File: src/verilog/store_check_map.vh
// named offsets, fields, codes and limits of the store issue and check unit
`ifndef STORE_CHECK_MAP_VH
`define STORE_CHECK_MAP_VH
// ---------------------------------------------------------------
// operation selector codes
// ---------------------------------------------------------------
`define OP_BYTE 4'h0
`define OP_HALF 4'h1
`define OP_WORD 4'h2
`define OP_DWORD 4'h3
`define OP_BYTE_SPACE 4'h4
`define OP_HALF_SPACE 4'h5
`define OP_WORD_SPACE 4'h6
`define OP_DWORD_SPACE 4'h7
`define OP_BLOCK 4'h8
// ---------------------------------------------------------------
// instruction word fields
// ---------------------------------------------------------------
`define IMM_SEL_BIT 13
`define IMM_HI 12
`define RSV_HI 12
`define RSV_LO 5
`define SPACE_HI 12
`define SPACE_LO 5
// ---------------------------------------------------------------
// address space identifier limits
// ---------------------------------------------------------------
`define SPACE_UNPRIV_BIT 7
`define SPACE_PRIV_LO 8'h30
`define SPACE_PRIV_HI 8'h7f
`define SPACE_OK_A_LO 8'h04
`define SPACE_OK_A_HI 8'h11
`define SPACE_OK_B_LO 8'h80
`define SPACE_OK_B_HI 8'h89
`define SPACE_EXCL_LO 8'hc0
`define SPACE_EXCL_HI 8'hc7
`define SPACE_BLK_P 8'hf0
`define SPACE_BLK_S 8'hf1
`define SPACE_BLK_PL 8'hf8
`define SPACE_BLK_SL 8'hf9
// ---------------------------------------------------------------
// register offsets and fields
// ---------------------------------------------------------------
`define REG_CTRL 8'h00
`define REG_STATUS 8'h04
`define REG_MASK 8'h08
`define REG_STATE 8'h0c
`define EVT_W 5
`define EVT_BAD_OP 0
`define EVT_PRIV 1
`define EVT_SPACE 2
`define EVT_ALIGN 3
`define EVT_DONE 4
`define CTRL_RESET 1'b1
// ---------------------------------------------------------------
// trap codes, block geometry
// ---------------------------------------------------------------
`define TRAP_NONE 3'h0
`define TRAP_BAD_OP 3'h1
`define TRAP_PRIV 3'h2
`define TRAP_SPACE 3'h3
`define TRAP_ALIGN 3'h4
`define BLK_LAST 3'h7
`define BLK_ALIGN_BITS 6
`define BEAT_BYTES 64'h8
`endif

File: src/verilog/block_stage_mem.v
// staging memory for the eight doublewords of a block store
`timescale 1ns/100ps
`default_nettype none
module block_stage_mem (
  input wire clk,
  input wire we,
  input wire [2:0] waddr,
  input wire [63:0] wdata,
  input wire [2:0] raddr,
  output reg [63:0] rdata_q
);
  reg [63:0] mem [0:7];

  // write port and registered read port; no reset, contents come from the pipeline
  always @(posedge clk) begin
    if (we) begin
      mem[waddr] <= wdata;
    end
    rdata_q <= mem[raddr];
  end
endmodule
`default_nettype wire

File: src/verilog/store_issue_check_unit.v
// store issue and check unit: address forming, trap checks, memory store requests
// Behaviour
// - plain stores write the whole register, its low word, low halfword or low byte as the opcode says.
// - the address is first plus second source when the immediate select is clear, else first plus signed immediate.
// - a plain store with immediate select clear and nonzero bits 12 to 5 raises the bad-opcode trap.
// - plain halfword, word and doubleword stores trap on a misaligned address; bytes never do.
// - alternate halfword, word and doubleword stores trap on misalignment; the alternate byte store never does.
// - a store without trap other than a block store goes out as one single request so it is never seen half written.
// - the alternate space comes from the instruction field when the select is clear, else from the space register.
// - in nonprivileged mode an alternate store traps for privilege when space bit 7 is zero.
// - in privileged mode an alternate store traps for privilege when the space lies in 30 to 7f.
// - alternate byte, halfword and word stores raise the invalid-space trap outside the permitted set.
// - the alternate doubleword store accepts any space except an excluded set.
// - a block store must use one of the block-transfer spaces, which reach the normal address space.
// - a block store writes little-endian for the little-endian block spaces and big-endian otherwise.
// - little-endian swapping is done inside each of the eight doublewords, not across the block.
// - a block store writes eight registers in order, the lowest register to the lowest eight bytes.
// - a block store traps on misalignment when any of the low six address bits is set.
//
// Register access over Wishbone and the register offsets were left to the implementer.
`timescale 1ns/100ps
`default_nettype none
`include "store_check_map.vh"
module store_issue_check_unit (
  input wire clk,
  input wire reset_n,
  input wire wb_cyc_i,
  input wire wb_stb_i,
  input wire wb_we_i,
  input wire [7:0] wb_adr_i,
  input wire [31:0] wb_dat_i,
  input wire [3:0] wb_sel_i,
  output reg [31:0] wb_dat_o,
  output reg wb_ack_o,
  output reg irq_o,
  input wire issue_valid,
  output reg issue_ready,
  input wire [3:0] op_sel,
  input wire [31:0] instr,
  input wire [63:0] first_source_reg,
  input wire [63:0] second_source_reg,
  input wire [63:0] store_data,
  input wire [7:0] space_reg,
  input wire privileged_mode_bit,
  input wire stage_we,
  input wire [2:0] stage_idx,
  input wire [63:0] stage_data,
  output reg trap_valid,
  output reg [2:0] trap_code,
  output reg mem_valid,
  input wire mem_ready,
  output reg [63:0] mem_addr,
  output reg [63:0] mem_data,
  output reg [7:0] mem_be,
  output reg [7:0] mem_space
);
  localparam [1:0] S_IDLE = 2'd0;
  localparam [1:0] S_SEND = 2'd1;
  localparam [1:0] S_FETCH = 2'd2;
  localparam [1:0] S_LOAD = 2'd3;
  // space value used for the implicit address space
  parameter [7:0] IMPLICIT_SPACE = 8'h80;

  // ---------------------------------------------------------------
  // decode helpers
  // ---------------------------------------------------------------
  function in_range;
    input [7:0] v;
    input [7:0] lo;
    input [7:0] hi;
    begin
      in_range = (v >= lo) && (v <= hi);
    end
  endfunction

  function is_block_space;
    input [7:0] s;
    begin
      is_block_space = (s == `SPACE_BLK_P) || (s == `SPACE_BLK_S) ||
                       (s == `SPACE_BLK_PL) || (s == `SPACE_BLK_SL);
    end
  endfunction

  // big-endian lanes: lane 7 carries the byte at offset 0
  function [7:0] lane_mask;
    input [1:0] size;
    input [2:0] off;
    begin
      case (size)
        2'd0: lane_mask = 8'h80 >> off;
        2'd1: lane_mask = 8'hc0 >> off;
        2'd2: lane_mask = 8'hf0 >> off;
        default: lane_mask = 8'hff;
      endcase
    end
  endfunction

  // ---------------------------------------------------------------
  // operation decode and address forming
  // ---------------------------------------------------------------
  wire imm_sel = instr[`IMM_SEL_BIT];
  wire [63:0] imm_ext = {{51{instr[`IMM_HI]}}, instr[`IMM_HI:0]};
  wire [63:0] eff_addr = first_source_reg + (imm_sel ? imm_ext : second_source_reg);
  wire [7:0] alt_space = imm_sel ? space_reg : instr[`SPACE_HI:`SPACE_LO];
  wire is_plain = (op_sel <= `OP_DWORD);
  wire is_alt = (op_sel >= `OP_BYTE_SPACE) && (op_sel <= `OP_BLOCK);
  wire is_block = (op_sel == `OP_BLOCK);
  wire op_known = is_plain || is_alt;
  wire [1:0] size = op_sel[1:0];
  wire [7:0] sel_space = is_alt ? alt_space : IMPLICIT_SPACE;

  // ---------------------------------------------------------------
  // trap conditions
  // ---------------------------------------------------------------
  reg bad_op;
  reg priv_bad;
  reg space_bad;
  reg align_bad;
  reg [2:0] trap_sel;
  always @* begin
    // unknown selectors are treated like an illegal encoding
    bad_op = !op_known || (is_plain && !imm_sel && (instr[`RSV_HI:`RSV_LO] != 8'h00));
    priv_bad = is_alt && ((!privileged_mode_bit && !sel_space[`SPACE_UNPRIV_BIT]) ||
               (privileged_mode_bit && in_range(sel_space, `SPACE_PRIV_LO, `SPACE_PRIV_HI)));
    space_bad = 1'b0;
    if (is_block) begin
      space_bad = !is_block_space(sel_space);
    end else if (op_sel == `OP_DWORD_SPACE) begin
      space_bad = in_range(sel_space, `SPACE_EXCL_LO, `SPACE_EXCL_HI);
    end else if (is_alt) begin
      space_bad = !(in_range(sel_space, `SPACE_OK_A_LO, `SPACE_OK_A_HI) ||
                    in_range(sel_space, `SPACE_OK_B_LO, `SPACE_OK_B_HI));
    end
    // byte sizes need no alignment; block needs six clear bits
    if (is_block) begin
      align_bad = (eff_addr[`BLK_ALIGN_BITS-1:0] != 6'h00);
    end else begin
      case (size)
        2'd1: align_bad = eff_addr[0];
        2'd2: align_bad = (eff_addr[1:0] != 2'h0);
        2'd3: align_bad = (eff_addr[2:0] != 3'h0);
        default: align_bad = 1'b0;
      endcase
    end
    // fixed ranking of simultaneous traps
    if (bad_op) begin
      trap_sel = `TRAP_BAD_OP;
    end else if (priv_bad) begin
      trap_sel = `TRAP_PRIV;
    end else if (space_bad) begin
      trap_sel = `TRAP_SPACE;
    end else if (align_bad) begin
      trap_sel = `TRAP_ALIGN;
    end else begin
      trap_sel = `TRAP_NONE;
    end
  end

  // ---------------------------------------------------------------
  // store data lanes and block byte swap
  // ---------------------------------------------------------------
  reg [63:0] lane_data;
  always @* begin
    // replicate the low part so any lane selected by the mask carries it
    case (size)
      2'd0: lane_data = {8{store_data[7:0]}};
      2'd1: lane_data = {4{store_data[15:0]}};
      2'd2: lane_data = {2{store_data[31:0]}};
      default: lane_data = store_data;
    endcase
  end

  wire [63:0] blk_raw;
  wire [63:0] blk_swapped;
  genvar g;
  generate
    for (g = 0; g < 8; g = g + 1) begin : swap
      // swap stays inside one doubleword
      assign blk_swapped[8*g+7:8*g] = blk_raw[63-8*g:56-8*g];
    end
  endgenerate

  // ---------------------------------------------------------------
  // issue and memory request sequencer
  // ---------------------------------------------------------------
  reg [1:0] state_q;
  reg [2:0] beat_q;
  reg blk_le_q;
  reg [63:0] blk_base_q;
  reg ctrl_en_q;
  reg is_blk_run;
  wire take = issue_valid && issue_ready;

  block_stage_mem stage (
    .clk(clk),
    .we(stage_we),
    .waddr(stage_idx),
    .wdata(stage_data),
    .raddr(beat_q),
    .rdata_q(blk_raw)
  );

  always @(posedge clk or negedge reset_n) begin
    if (!reset_n) begin
      state_q <= S_IDLE;
      beat_q <= 3'h0;
      blk_le_q <= 1'b0;
      blk_base_q <= 64'h0;
      issue_ready <= 1'b0;
      trap_valid <= 1'b0;
      trap_code <= `TRAP_NONE;
      mem_valid <= 1'b0;
      mem_addr <= 64'h0;
      mem_data <= 64'h0;
      mem_be <= 8'h00;
      mem_space <= 8'h00;
    end else begin
      trap_valid <= 1'b0;
      case (state_q)
        S_IDLE: begin
          issue_ready <= ctrl_en_q;
          if (take) begin
            issue_ready <= 1'b0;
            trap_code <= trap_sel;
            if (trap_sel != `TRAP_NONE) begin
              trap_valid <= 1'b1;
            end else if (is_block) begin
              blk_base_q <= eff_addr;
              blk_le_q <= (sel_space == `SPACE_BLK_PL) || (sel_space == `SPACE_BLK_SL);
              mem_space <= sel_space;
              beat_q <= 3'h0;
              state_q <= S_FETCH;
            end else begin
              // whole store in one request keeps it atomic
              mem_valid <= 1'b1;
              mem_addr <= {eff_addr[63:3], 3'h0};
              mem_data <= lane_data;
              mem_be <= lane_mask(size, eff_addr[2:0]);
              mem_space <= sel_space;
              state_q <= S_SEND;
            end
          end
        end
        S_FETCH: begin
          // one cycle for the registered staging read
          state_q <= S_LOAD;
        end
        S_LOAD: begin
          mem_valid <= 1'b1;
          mem_addr <= blk_base_q + {58'h0, beat_q, 3'h0};
          mem_data <= blk_le_q ? blk_swapped : blk_raw;
          mem_be <= 8'hff;
          state_q <= S_SEND;
        end
        S_SEND: begin
          if (mem_ready) begin
            mem_valid <= 1'b0;
            if (is_blk_run && (beat_q != `BLK_LAST)) begin
              beat_q <= beat_q + 3'h1;
              state_q <= S_FETCH;
            end else begin
              state_q <= S_IDLE;
            end
          end
        end
        default: state_q <= S_IDLE;
      endcase
    end
  end

  // a block run is any send whose data was staged
  always @(posedge clk or negedge reset_n) begin
    if (!reset_n) begin
      is_blk_run <= 1'b0;
    end else if (state_q == S_IDLE) begin
      is_blk_run <= take && is_block && (trap_sel == `TRAP_NONE);
    end
  end

  // ---------------------------------------------------------------
  // events, interrupt and wishbone slave
  // ---------------------------------------------------------------
  reg [`EVT_W-1:0] status_q;
  reg [`EVT_W-1:0] mask_q;
  reg [`EVT_W-1:0] evt;
  wire done_evt = (state_q == S_SEND) && mem_ready && !(is_blk_run && (beat_q != `BLK_LAST));
  wire bus_req = wb_cyc_i && wb_stb_i;
  wire rd_take = bus_req && !wb_we_i && !wb_ack_o;
  wire wr_take = bus_req && wb_we_i && wb_ack_o;

  always @* begin
    evt = {`EVT_W{1'b0}};
    evt[`EVT_BAD_OP] = trap_valid && (trap_code == `TRAP_BAD_OP);
    evt[`EVT_PRIV] = trap_valid && (trap_code == `TRAP_PRIV);
    evt[`EVT_SPACE] = trap_valid && (trap_code == `TRAP_SPACE);
    evt[`EVT_ALIGN] = trap_valid && (trap_code == `TRAP_ALIGN);
    evt[`EVT_DONE] = done_evt;
  end

  wire clr_status = rd_take && (wb_adr_i == `REG_STATUS);
  // a new event in the clearing cycle survives: set wins
  wire [`EVT_W-1:0] status_d = (clr_status ? {`EVT_W{1'b0}} : status_q) | evt;

  always @(posedge clk or negedge reset_n) begin
    if (!reset_n) begin
      status_q <= {`EVT_W{1'b0}};
      mask_q <= {`EVT_W{1'b0}};
      ctrl_en_q <= `CTRL_RESET;
      wb_ack_o <= 1'b0;
      wb_dat_o <= 32'h0;
      irq_o <= 1'b0;
    end else begin
      status_q <= status_d;
      irq_o <= |(status_d & mask_q);
      // ack one cycle after the strobe, dropped the cycle after
      wb_ack_o <= bus_req && !wb_ack_o;
      if (rd_take) begin
        case (wb_adr_i)
          `REG_CTRL: wb_dat_o <= {31'h0, ctrl_en_q};
          `REG_STATUS: wb_dat_o <= {27'h0, status_q};
          `REG_MASK: wb_dat_o <= {27'h0, mask_q};
          `REG_STATE: wb_dat_o <= {24'h0, beat_q, state_q, trap_code};
          default: wb_dat_o <= 32'h0;
        endcase
      end
      // writes land on the edge where the master sees ack
      if (wr_take && wb_sel_i[0]) begin
        if (wb_adr_i == `REG_CTRL) begin
          ctrl_en_q <= wb_dat_i[0];
        end
        if (wb_adr_i == `REG_MASK) begin
          mask_q <= wb_dat_i[`EVT_W-1:0];
        end
      end
    end
  end
endmodule
`default_nettype wire

File: config.mk
export PLATFORM = sky130hd
export DESIGN_NAME = store_issue_check_unit
export DESIGN_NICKNAME = d
export VERILOG_FILES = /design/src/verilog/block_stage_mem.v /design/src/verilog/store_issue_check_unit.v
export VERILOG_INCLUDE_DIRS = /design/src /design/src/verilog
export SDC_FILE = /design/constraint.sdc
export NUM_CORES = 1
export LEC_CHECK = 0
export ABC_AREA = 0
export CAP_MARGIN = 20
export CORE_ASPECT_RATIO = 0.8
export CORE_MARGIN = 2
export CORE_UTILIZATION = 30
export CTS_CLUSTER_SIZE = 25
export DETAILED_ROUTE_END_ITERATION = 16
export DONT_BUFFER_PORTS = 1
export PLACE_DENSITY_LB_ADDON = 0.1
export SETUP_SLACK_MARGIN = 0.3
export SLEW_MARGIN = 15
export SYNTH_ARGS = -nofsm -noshare
export SYNTH_HDL_FRONTEND = slang
export SYNTH_SLANG_ARGS = --single-unit
File: constraint.sdc
create_clock -name clk -period 4.5 [get_ports clk]
set_input_delay 0.9 -clock clk [delete_from_list [all_inputs] [get_ports clk]]
set_output_delay 0.9 -clock clk [all_outputs]
set_load 0.01 [all_outputs]
==> results of run 1 <==
synth_stat cells, types with 17 or more instances:
library cell / instances / area (µm²)
ha_1: 75 / 938
mux2i_1: 72 / 721
a31oi_1: 44 / 275
a21oi_1: 193 / 966
a211oi_1: 67 / 503
clkbuf_1: 147 / 552
xor2_1: 58 / 508
nor2_1: 172 / 646
dfxtp_1: 64 / 1280
mux4_2: 129 / 2910
edfxtp_1: 512 / 15400
xnor2_1: 56 / 490
a22oi_1: 24 / 180
o211ai_1: 19 / 143
buf_1: 19 / 71.3
dfrtp_1: 241 / 6030
and3_1: 19 / 119
o21ai_0: 196 / 981
buf_4: 26 / 195
nand2_1: 300 / 1130
inv_1: 81 / 304
nand3_1: 68 / 340
o21bai_1: 17 / 128
nor3_1: 34 / 170
nand4_1: 31 / 194
mux2_2: 93 / 1050
a21o_1: 43 / 323
cell type report:
cell class,instances,area [µm²]
sequential,818,22700
multi-input combinational,1932,14600
clock buffer,128,2510
clock inverter,36,435
antenna,11,27.5
tap,1666,2080
fill,12412,82900
inverter,81,304
timing repair buffer,158,1390
logic make-up (layout without fill, tap and decap cells):
group,count (synthesis),count (layout),share of synthesized area (%)
flip-flops,818,818,59.4
other,1,35,0.00981
AND/OR/NAND/NOR,709,709,8.34
adder cells (fa/ha/maj),77,77,2.56
buffers and inverters,289,403,3.14
AO/OA/AOI/OAI,713,713,11.7
multiplexers,295,295,12.3
XOR/XNOR,114,114,2.61
flip-flops by register name, indices dropped and copies added, names as in the netlist, 5 cells and up:
register / flops
blk_base_q: 64
mask_q: 5
mem_addr: 64
mem_be: 8
mem_data: 64
mem_space: 8
stage.mem: 512
stage.rdata_q: 64
status_q: 5
wb_dat_o: 8
worst max-delay path, stage by stage:
cell and delay (ns):
nand2_1 0.10, buf_12 0.14, buf_4 0.31, o21ai_0 0.17
ha_1 0.32, nand2_1 0.07, o21bai_1 0.21, a2111oi_2 0.53
buf_4 0.19, o211ai_1 0.23, a21oi_1 0.41, o21bai_1 0.17
buf_4 0.17, o21ai_1 0.16, mux2i_1 0.32, a21oi_1 0.11
metrics by stage:
stage | std cells | utilization (%)
final | 4830 | 34.7
after global routing | 4821 | 34.7
after CTS | 4819 | 34.7
after detailed placement | 4655 | 32.4
after global placement | 4655 | 32.4
after floorplan | 3039 | -
report_power, final:
group / leakage, µW / internal, µW / switching (µW)
logic: 0.00635 / 698 / 1040
clock network: 0.00144 / 4350 / 3110
registers: 0.00829 / 8350 / 416
routing by layer:
layer | global-route usage [%] | vias to the layer above | wire length, µm
met3 | 7.27 | 155 | 13500
met4 | 4.05 | 20 | 2570
met5 | 0 | - | 137
met2 | 29.7 | 856 | 57200
met1 | 27.7 | 12778 | 59100
li1 | - | 11492 | -
cell usage in the layout, fill, tap and decap left out, types with 13 or more instances in the layout:
master / Yosys / final
edfxtp_1: 512 / 512
nand2_1: 300 / 299
dfrtp_1: 241 / 237
o21ai_0: 196 / 192
a21oi_1: 193 / 192
nor2_1: 172 / 164
buf_4: 26 / 142
mux4_2: 129 / 129
mux2_2: 93 / 92
clkbuf_16: 0 / 89
inv_1: 81 / 80
ha_1: 75 / 73
mux2i_1: 72 / 72
a211oi_1: 67 / 67
nand3_1: 68 / 66
dfxtp_1: 64 / 64
xor2_1: 58 / 58
xnor2_1: 56 / 56
a31oi_1: 44 / 44
a21o_1: 43 / 43
nor3_1: 34 / 32
nand4_1: 31 / 31
clkbuf_1: 147 / 25
a22oi_1: 24 / 24
conb_1: 1 / 24
o211ai_1: 19 / 19
and3_1: 19 / 19
o21bai_1: 17 / 17
nor2b_1: 16 / 16
buf_12: 0 / 16
clkbuf_8: 0 / 14
o31ai_1: 14 / 13
o21ai_1: 9 / 13
path summary, 6_finish.rpt:
check	startpoint	to	slack [ns]	cells after the start
setup / recovery	instr[13]	mem_addr[61]	0.51	16
hold / removal	reset_n	mem_space[0]	-0.07	0
setup reg to reg	beat_q[0]	mem_addr[62]	1.17	10
hold reg to reg	blk_base_q[1]	mem_addr[1]	0.48	2
max in group asynchronous	reset_n	mem_data[46]	4.01	0
min in group clk	stage_data[30]	stage.mem[0][30]	0.31	0
timing repair:
| item | CTS | global route |
|---|---|---|
| endpoints found under the hold margin | 241 | 217 |
| resized for setup | 0 | 2 |
| setup endpoints to repair | 0 | 6 |
==> PnR_summary.wiki, run 1 <==
{| class="wikitable"
! Metric !! Value
|-
| DPL Wire Length || 94.4 mm
|-
| Minimum clock period || 3.99 ns
|-
| Largest net degree at the start of global routing || 243
|-
| Final hold viol count || 135
|-
| Power density cells || 407 nW/µm²
|-
| Number of max-slew violations in the final report || 0
|-
| First-pass GRT wire length || 186 mm
|-
| Number of instances in the synthesized netlist || 3016
|-
| Largest fanout of any net on the critical path || 86
|-
| Critical path data arrival time || 4.56 ns
|-
| Final GP Congestion || 0.892
|-
| Buffer cell driving the clock tree root || clkbuf_16
|-
| Worst hold margin || -0.0658 ns
|-
| Synthesis-to-layout area growth || 15.2%
|-
| Post-synth EDFFs || 512
|-
| Layout cells sized above 1 || 17.8%
|-
| Die width || 403 µm
|-
| Flip-flop and latch count after synthesis || 818
|-
| Number of detailed-routing iterations run before antenna repair || 7
|-
| Clock tree from TritonCTS || built
|-
| Via count || 25301
|-
| H-tree levels || 3
|-
| I/O pin count || 540
|-
| Final worst slack || 0.511 ns
|-
| Post-synth ARST share || 29.6%
|-
| Clock latency of the later-clocked register in the worst-skew pair || 0.69 ns
|-
| Post-synthesis sequential area ratio || 59.4%
|-
| Avg Cell Area, Syn || 12.7 µm²
|-
| Drt initial violations || 2362
|-
| Classification of the worst-slack hold path || in -> async
|-
| Unique cell type count in the Yosys netlist || 83
|-
| Data required time at the worst endpoint || 5.07 ns
|-
| Total of buffers placed on input and output ports || 0
|-
| Core Rows || 117
|-
| Vias in the first global route || 25100
|-
| Final critical-path share of the clock period || 88.6%
|-
| Overall die area || 130000 µm²
|-
| DRT Wirelength || 133 mm
|-
| Post-route cell area || 44100 µm²
|-
| Combined area of all synthesized cells || 38200 µm²
|-
| Vias per cell || 5.24
|-
| Total number of nets in the final design || 3513
|-
| Inserted Clock Buffers || 89
|-
| Sum of overflow across all layers after global routing || 0
|-
| Design Power || 18000 µW
|-
| Most frequently used flop master after synthesis || edfxtp_1
|-
| Setup violation total in the final timing report || 0
|-
| Post-route DRC violation count || 0
|-
| Maximum number of buffers from clock root to sink || 3
|-
| Wirelength per Cell || 27.4 µm
|-
| Overall die height || 323 µm
|-
| Setup TNS after final layout || 0 ns
|-
| Pre-CTS setup slack || -0.345 ns
|-
| Global-route usage over all layers || 19.9%
|-
| Max Fclk || 0.251 GHz
|-
| Number of synthesis warnings || 0
|-
| Number of maximum-capacitance violations || 0
|-
| Clock transition time at the flip-flop clock pins of the worst setup and hold paths || 0.06 ns
|-
| Startpoint types || primary input
|-
| Setup repair after global routing missed its margin || false
|-
| Setup Skew || 0.0289 ns
|-
| Initial core utilization || 30.1%
|-
| Max transition margin || 25.4%
|-
| Setup Buffers After CTS || 0
|-
| Violated checks || negative hold slack
|-
| Initial antenna violation count || 30
|-
| Core outline area || 127000 µm²
|-
| Placed Area || 41100 µm²
|-
| Reported leakage power || 0.0161 µW
|-
| Slew at the pin with the worst max-slew slack || 1.12 ns
|-
| Clock Sinks || 818
|-
| Category of the critical setup timing path || in -> reg
|-
| Run status || finished with violations
|-
| Type of destination of the critical path || flip-flop
|-
| Remaining number of nets flagged by the antenna check after routing || 0
|-
| Peak supply drop || 0.305 mV
|}
(Power assumes the default switching activity.)
==> run 2, diff against run 1 <==
--- a/config.mk
+++ b/config.mk
@@ -14,7 +14,6 @@
 export CTS_CLUSTER_SIZE = 25
 export DETAILED_ROUTE_END_ITERATION = 16
 export DONT_BUFFER_PORTS = 1
-export PLACE_DENSITY_LB_ADDON = 0.1
 export SETUP_SLACK_MARGIN = 0.3
 export SLEW_MARGIN = 15
 export SYNTH_ARGS = -nofsm -noshare
==> PnR_summary.wiki, run 2 (synthesis gave the netlist of run 1 again) <==
{| class="wikitable"
! Metric !! Value
|-
| Setup violation total in the final timing report || 0 (unchanged)
|-
| Largest fanout of any net on the critical path || 35 (was 86)
|-
| Clock transition time at the flip-flop clock pins of the worst setup and hold paths || 0.06 ns (about the same)
|-
| Final critical-path share of the clock period || 87.3% (was 88.6%)
|-
| Overall die height || 323 µm (unchanged)
|-
| Number of maximum-capacitance violations || 0 (unchanged)
|-
| Area taken by flip-flops and latches || 22700 µm² (unchanged)
|-
| Critical path data arrival time || 4.47 ns (was 4.56 ns)
|-
| Minimum clock period || 3.93 ns (was 3.99 ns)
|-
| Commonest cells after routing, fill and taps aside || edfxtp_1, nand2_1, dfrtp_1 (unchanged)
|-
| Reported leakage power || 0.0157 µW (was 0.0161 µW)
|-
| Filler cells || 12308 (was 12412)
|-
| Via count || 24920 (was 25301)
|-
| Multi-input combinational cell area || 14600 µm² (about the same)
|-
| Initial core utilization || 30.1% (unchanged)
|-
| Setup Skew || 0.0404 ns (was 0.0289 ns)
|-
| Power density cells || 401 nW/µm² (was 407 nW/µm²)
|-
| Global-route usage over all layers || 18.7% (was 19.9%)
|-
| Total number of nets in the final design || 3446 (was 3513)
|-
| Top register by number of flip-flops || stage.mem (unchanged)
|-
| Peak supply drop || 0.280 mV (was 0.305 mV)
|-
| Wirelength per Cell || 26.1 µm (was 27.4 µm)
|-
| Pre-CTS setup slack || -0.273 ns (was -0.345 ns)
|-
| Sum of overflow across all layers after global routing || 0 (unchanged)
|-
| Core Rows || 117 (unchanged)
|-
| Number of max-slew violations in the final report || 0 (unchanged)
|-
| Fin util || 34.3% (was 34.7%)
|-
| Overall die area || 130000 µm² (unchanged)
|-
| Core outline area || 127000 µm² (unchanged)
|-
| Maximum number of buffers from clock root to sink || 3 (unchanged)
|-
| Final worst slack || 0.570 ns (was 0.511 ns)
|-
| Clock latency of the later-clocked register in the worst-skew pair || 0.69 ns (about the same)
|-
| Data required time at the worst endpoint || 5.05 ns (was 5.07 ns)
|-
| First-pass GRT wire length || 176 mm (was 186 mm)
|-
| Clock Sinks || 818 (unchanged)
|-
| Layout cells sized above 1 || 16.2% (was 17.8%)
|-
| Startpoint types || primary input (unchanged)
|-
| Placed Area || 40700 µm² (was 41100 µm²)
|-
| Synthesis-to-layout area growth || 13.9% (was 15.2%)
|-
| Final GP Congestion || 0.906 (was 0.892)
|-
| Design Power || 17500 µW (was 18000 µW)
|-
| Slew at the pin with the worst max-slew slack || 1.15 ns (was 1.12 ns)
|-
| Vias per cell || 5.23 (was 5.24)
|-
| RR Startpoint || beat_q[0] (unchanged)
|-
| Final hold viol count || 95 (was 135)
|-
| DRT Wirelength || 124 mm (was 133 mm)
|-
| Most frequent standard cell in the layout excluding fill and tap cells || edfxtp_1 (unchanged)
|-
| Buffer cell driving the clock tree root || clkbuf_16 (unchanged)
|-
| Clock tree from TritonCTS || built (unchanged)
|-
| Post-route DRC violation count || 0 (unchanged)
|-
| Vias in the first global route || 23830 (was 25100)
|-
| Launch point of the worst path || instr[12] (was instr[13])
|-
| I/O pin count || 540 (unchanged)
|-
| Type of destination of the critical path || flip-flop (unchanged)
|-
| Total of buffers placed on input and output ports || 0 (unchanged)
|-
| Violated checks || negative hold slack (unchanged)
|-
| Setup repair after global routing missed its margin || false (unchanged)
|-
| Die width || 403 µm (unchanged)
|-
| Drt initial violations || 2578 (was 2362)
|-
| Classification of the worst-slack hold path || in -> async (unchanged)
|-
| Post-route cell area || 43600 µm² (was 44100 µm²)
|-
| Category of the critical setup timing path || in -> reg (unchanged)
|-
| Worst hold margin || -0.0596 ns (was -0.0658 ns)
|-
| Max Fclk || 0.254 GHz (was 0.251 GHz)
|-
| Remaining number of nets flagged by the antenna check after routing || 0 (unchanged)
|-
| Initial antenna violation count || 35 (was 30)
|-
| Inserted Clock Buffers || 82 (was 89)
|-
| H-tree levels || 3 (unchanged)
|-
| Max transition margin || 23.0% (was 25.4%)
|-
| Flop-to-flop setup slack || 1.07 ns (was 1.17 ns)
|-
| Number of detailed-routing iterations run before antenna repair || 6 (was 7)
|-
| Run status || finished with violations (unchanged)
|-
| Number of flip-flops under the largest register name || 512 (unchanged)
|-
| DPL Wire Length || 89.8 mm (was 94.4 mm)
|-
| Largest net degree at the start of global routing || 243 (unchanged)
|}
## run 2: cell types whose count changed in the layout (fill, tap and decap cells not counted), moves of 2 or more
cell and change:
clkbuf_8 -7, clkinv_16 +2, clkinv_8 -2, clkbuf_16 -7
buf_4 -66, clkbuf_1 -9, clkinv_4 +4, diode_2 +7
clkinv_1 -2, clkinv_2 -2, buf_12 +6, clkinvlp_4 +5
## run 2: worst max-delay path: stages
cell and delay, ns:
nand2_1 0.09, buf_12 0.15, buf_4 0.29, o21ai_0 0.17
ha_1 0.44, nand4_1 0.25, a2111oi_2 0.56, buf_4 0.19
o211ai_1 0.23, a21oi_1 0.25, buf_4 0.16, o21bai_1 0.13
o21ai_1 0.20, mux2i_1 0.32, a21oi_1 0.12
## run 2: timing repair
item,CTS,global route
buffers inserted,0,0
endpoints found under the setup margin,0,8
hold endpoints to repair,241,241
gates resized for setup,0,2
## run 2: cell type report
cell class / count / share of cell area [%]
inverter: 81 / 0.698
timing repair buffer: 98 / 2.32
clock buffer: 105 / 5.07
multi-input combinational: 1932 / 33.5
clock inverter: 45 / 1.34
tap: 1666 / 4.79
antenna: 18 / 0.103
sequential: 818 / 52.2
## run 2: stage by stage
stage          cells  setup TNS (ns)
2_1_floorplan   3039               0
3_3_place_gp    4595           -1.65
3_5_place_dp    4595           -1.60
4_1_cts         4745               0
5_1_grt         4748               0
6_report        4763               0
## run 2: power by group
group,total [µW],leakage [µW],switching (µW),internal [µW]
sequential,8750,0.00829,402,8350
combinational,1580,0.00610,951,627
clock,7150,0.00134,3100,4050
## run 2: path summary, 6_finish.rpt
kind / end / depth (start not counted)
min in group clk: stage.mem[7][29] / 0
min reg2reg: mem_addr[2] / 2
min: mem_addr[19] / 0
max in group asynchronous: mem_data[56] / 0
max: mem_addr[61] / 15
max reg2reg: mem_addr[43] / 11
## run 2: layer usage
| layer | vias to the layer above | share of wire, % | GRT usage (%) |
|---|---|---|---|
| met4 | 30 | 1.9 | 4.08 |
| met3 | 165 | 12 | 8.39 |
| met1 | 12452 | 43 | 25.7 |
| met2 | 943 | 42 | 26.8 |
| li1 | 11330 | - | - |
| met5 | - | 0.17 | 0 |
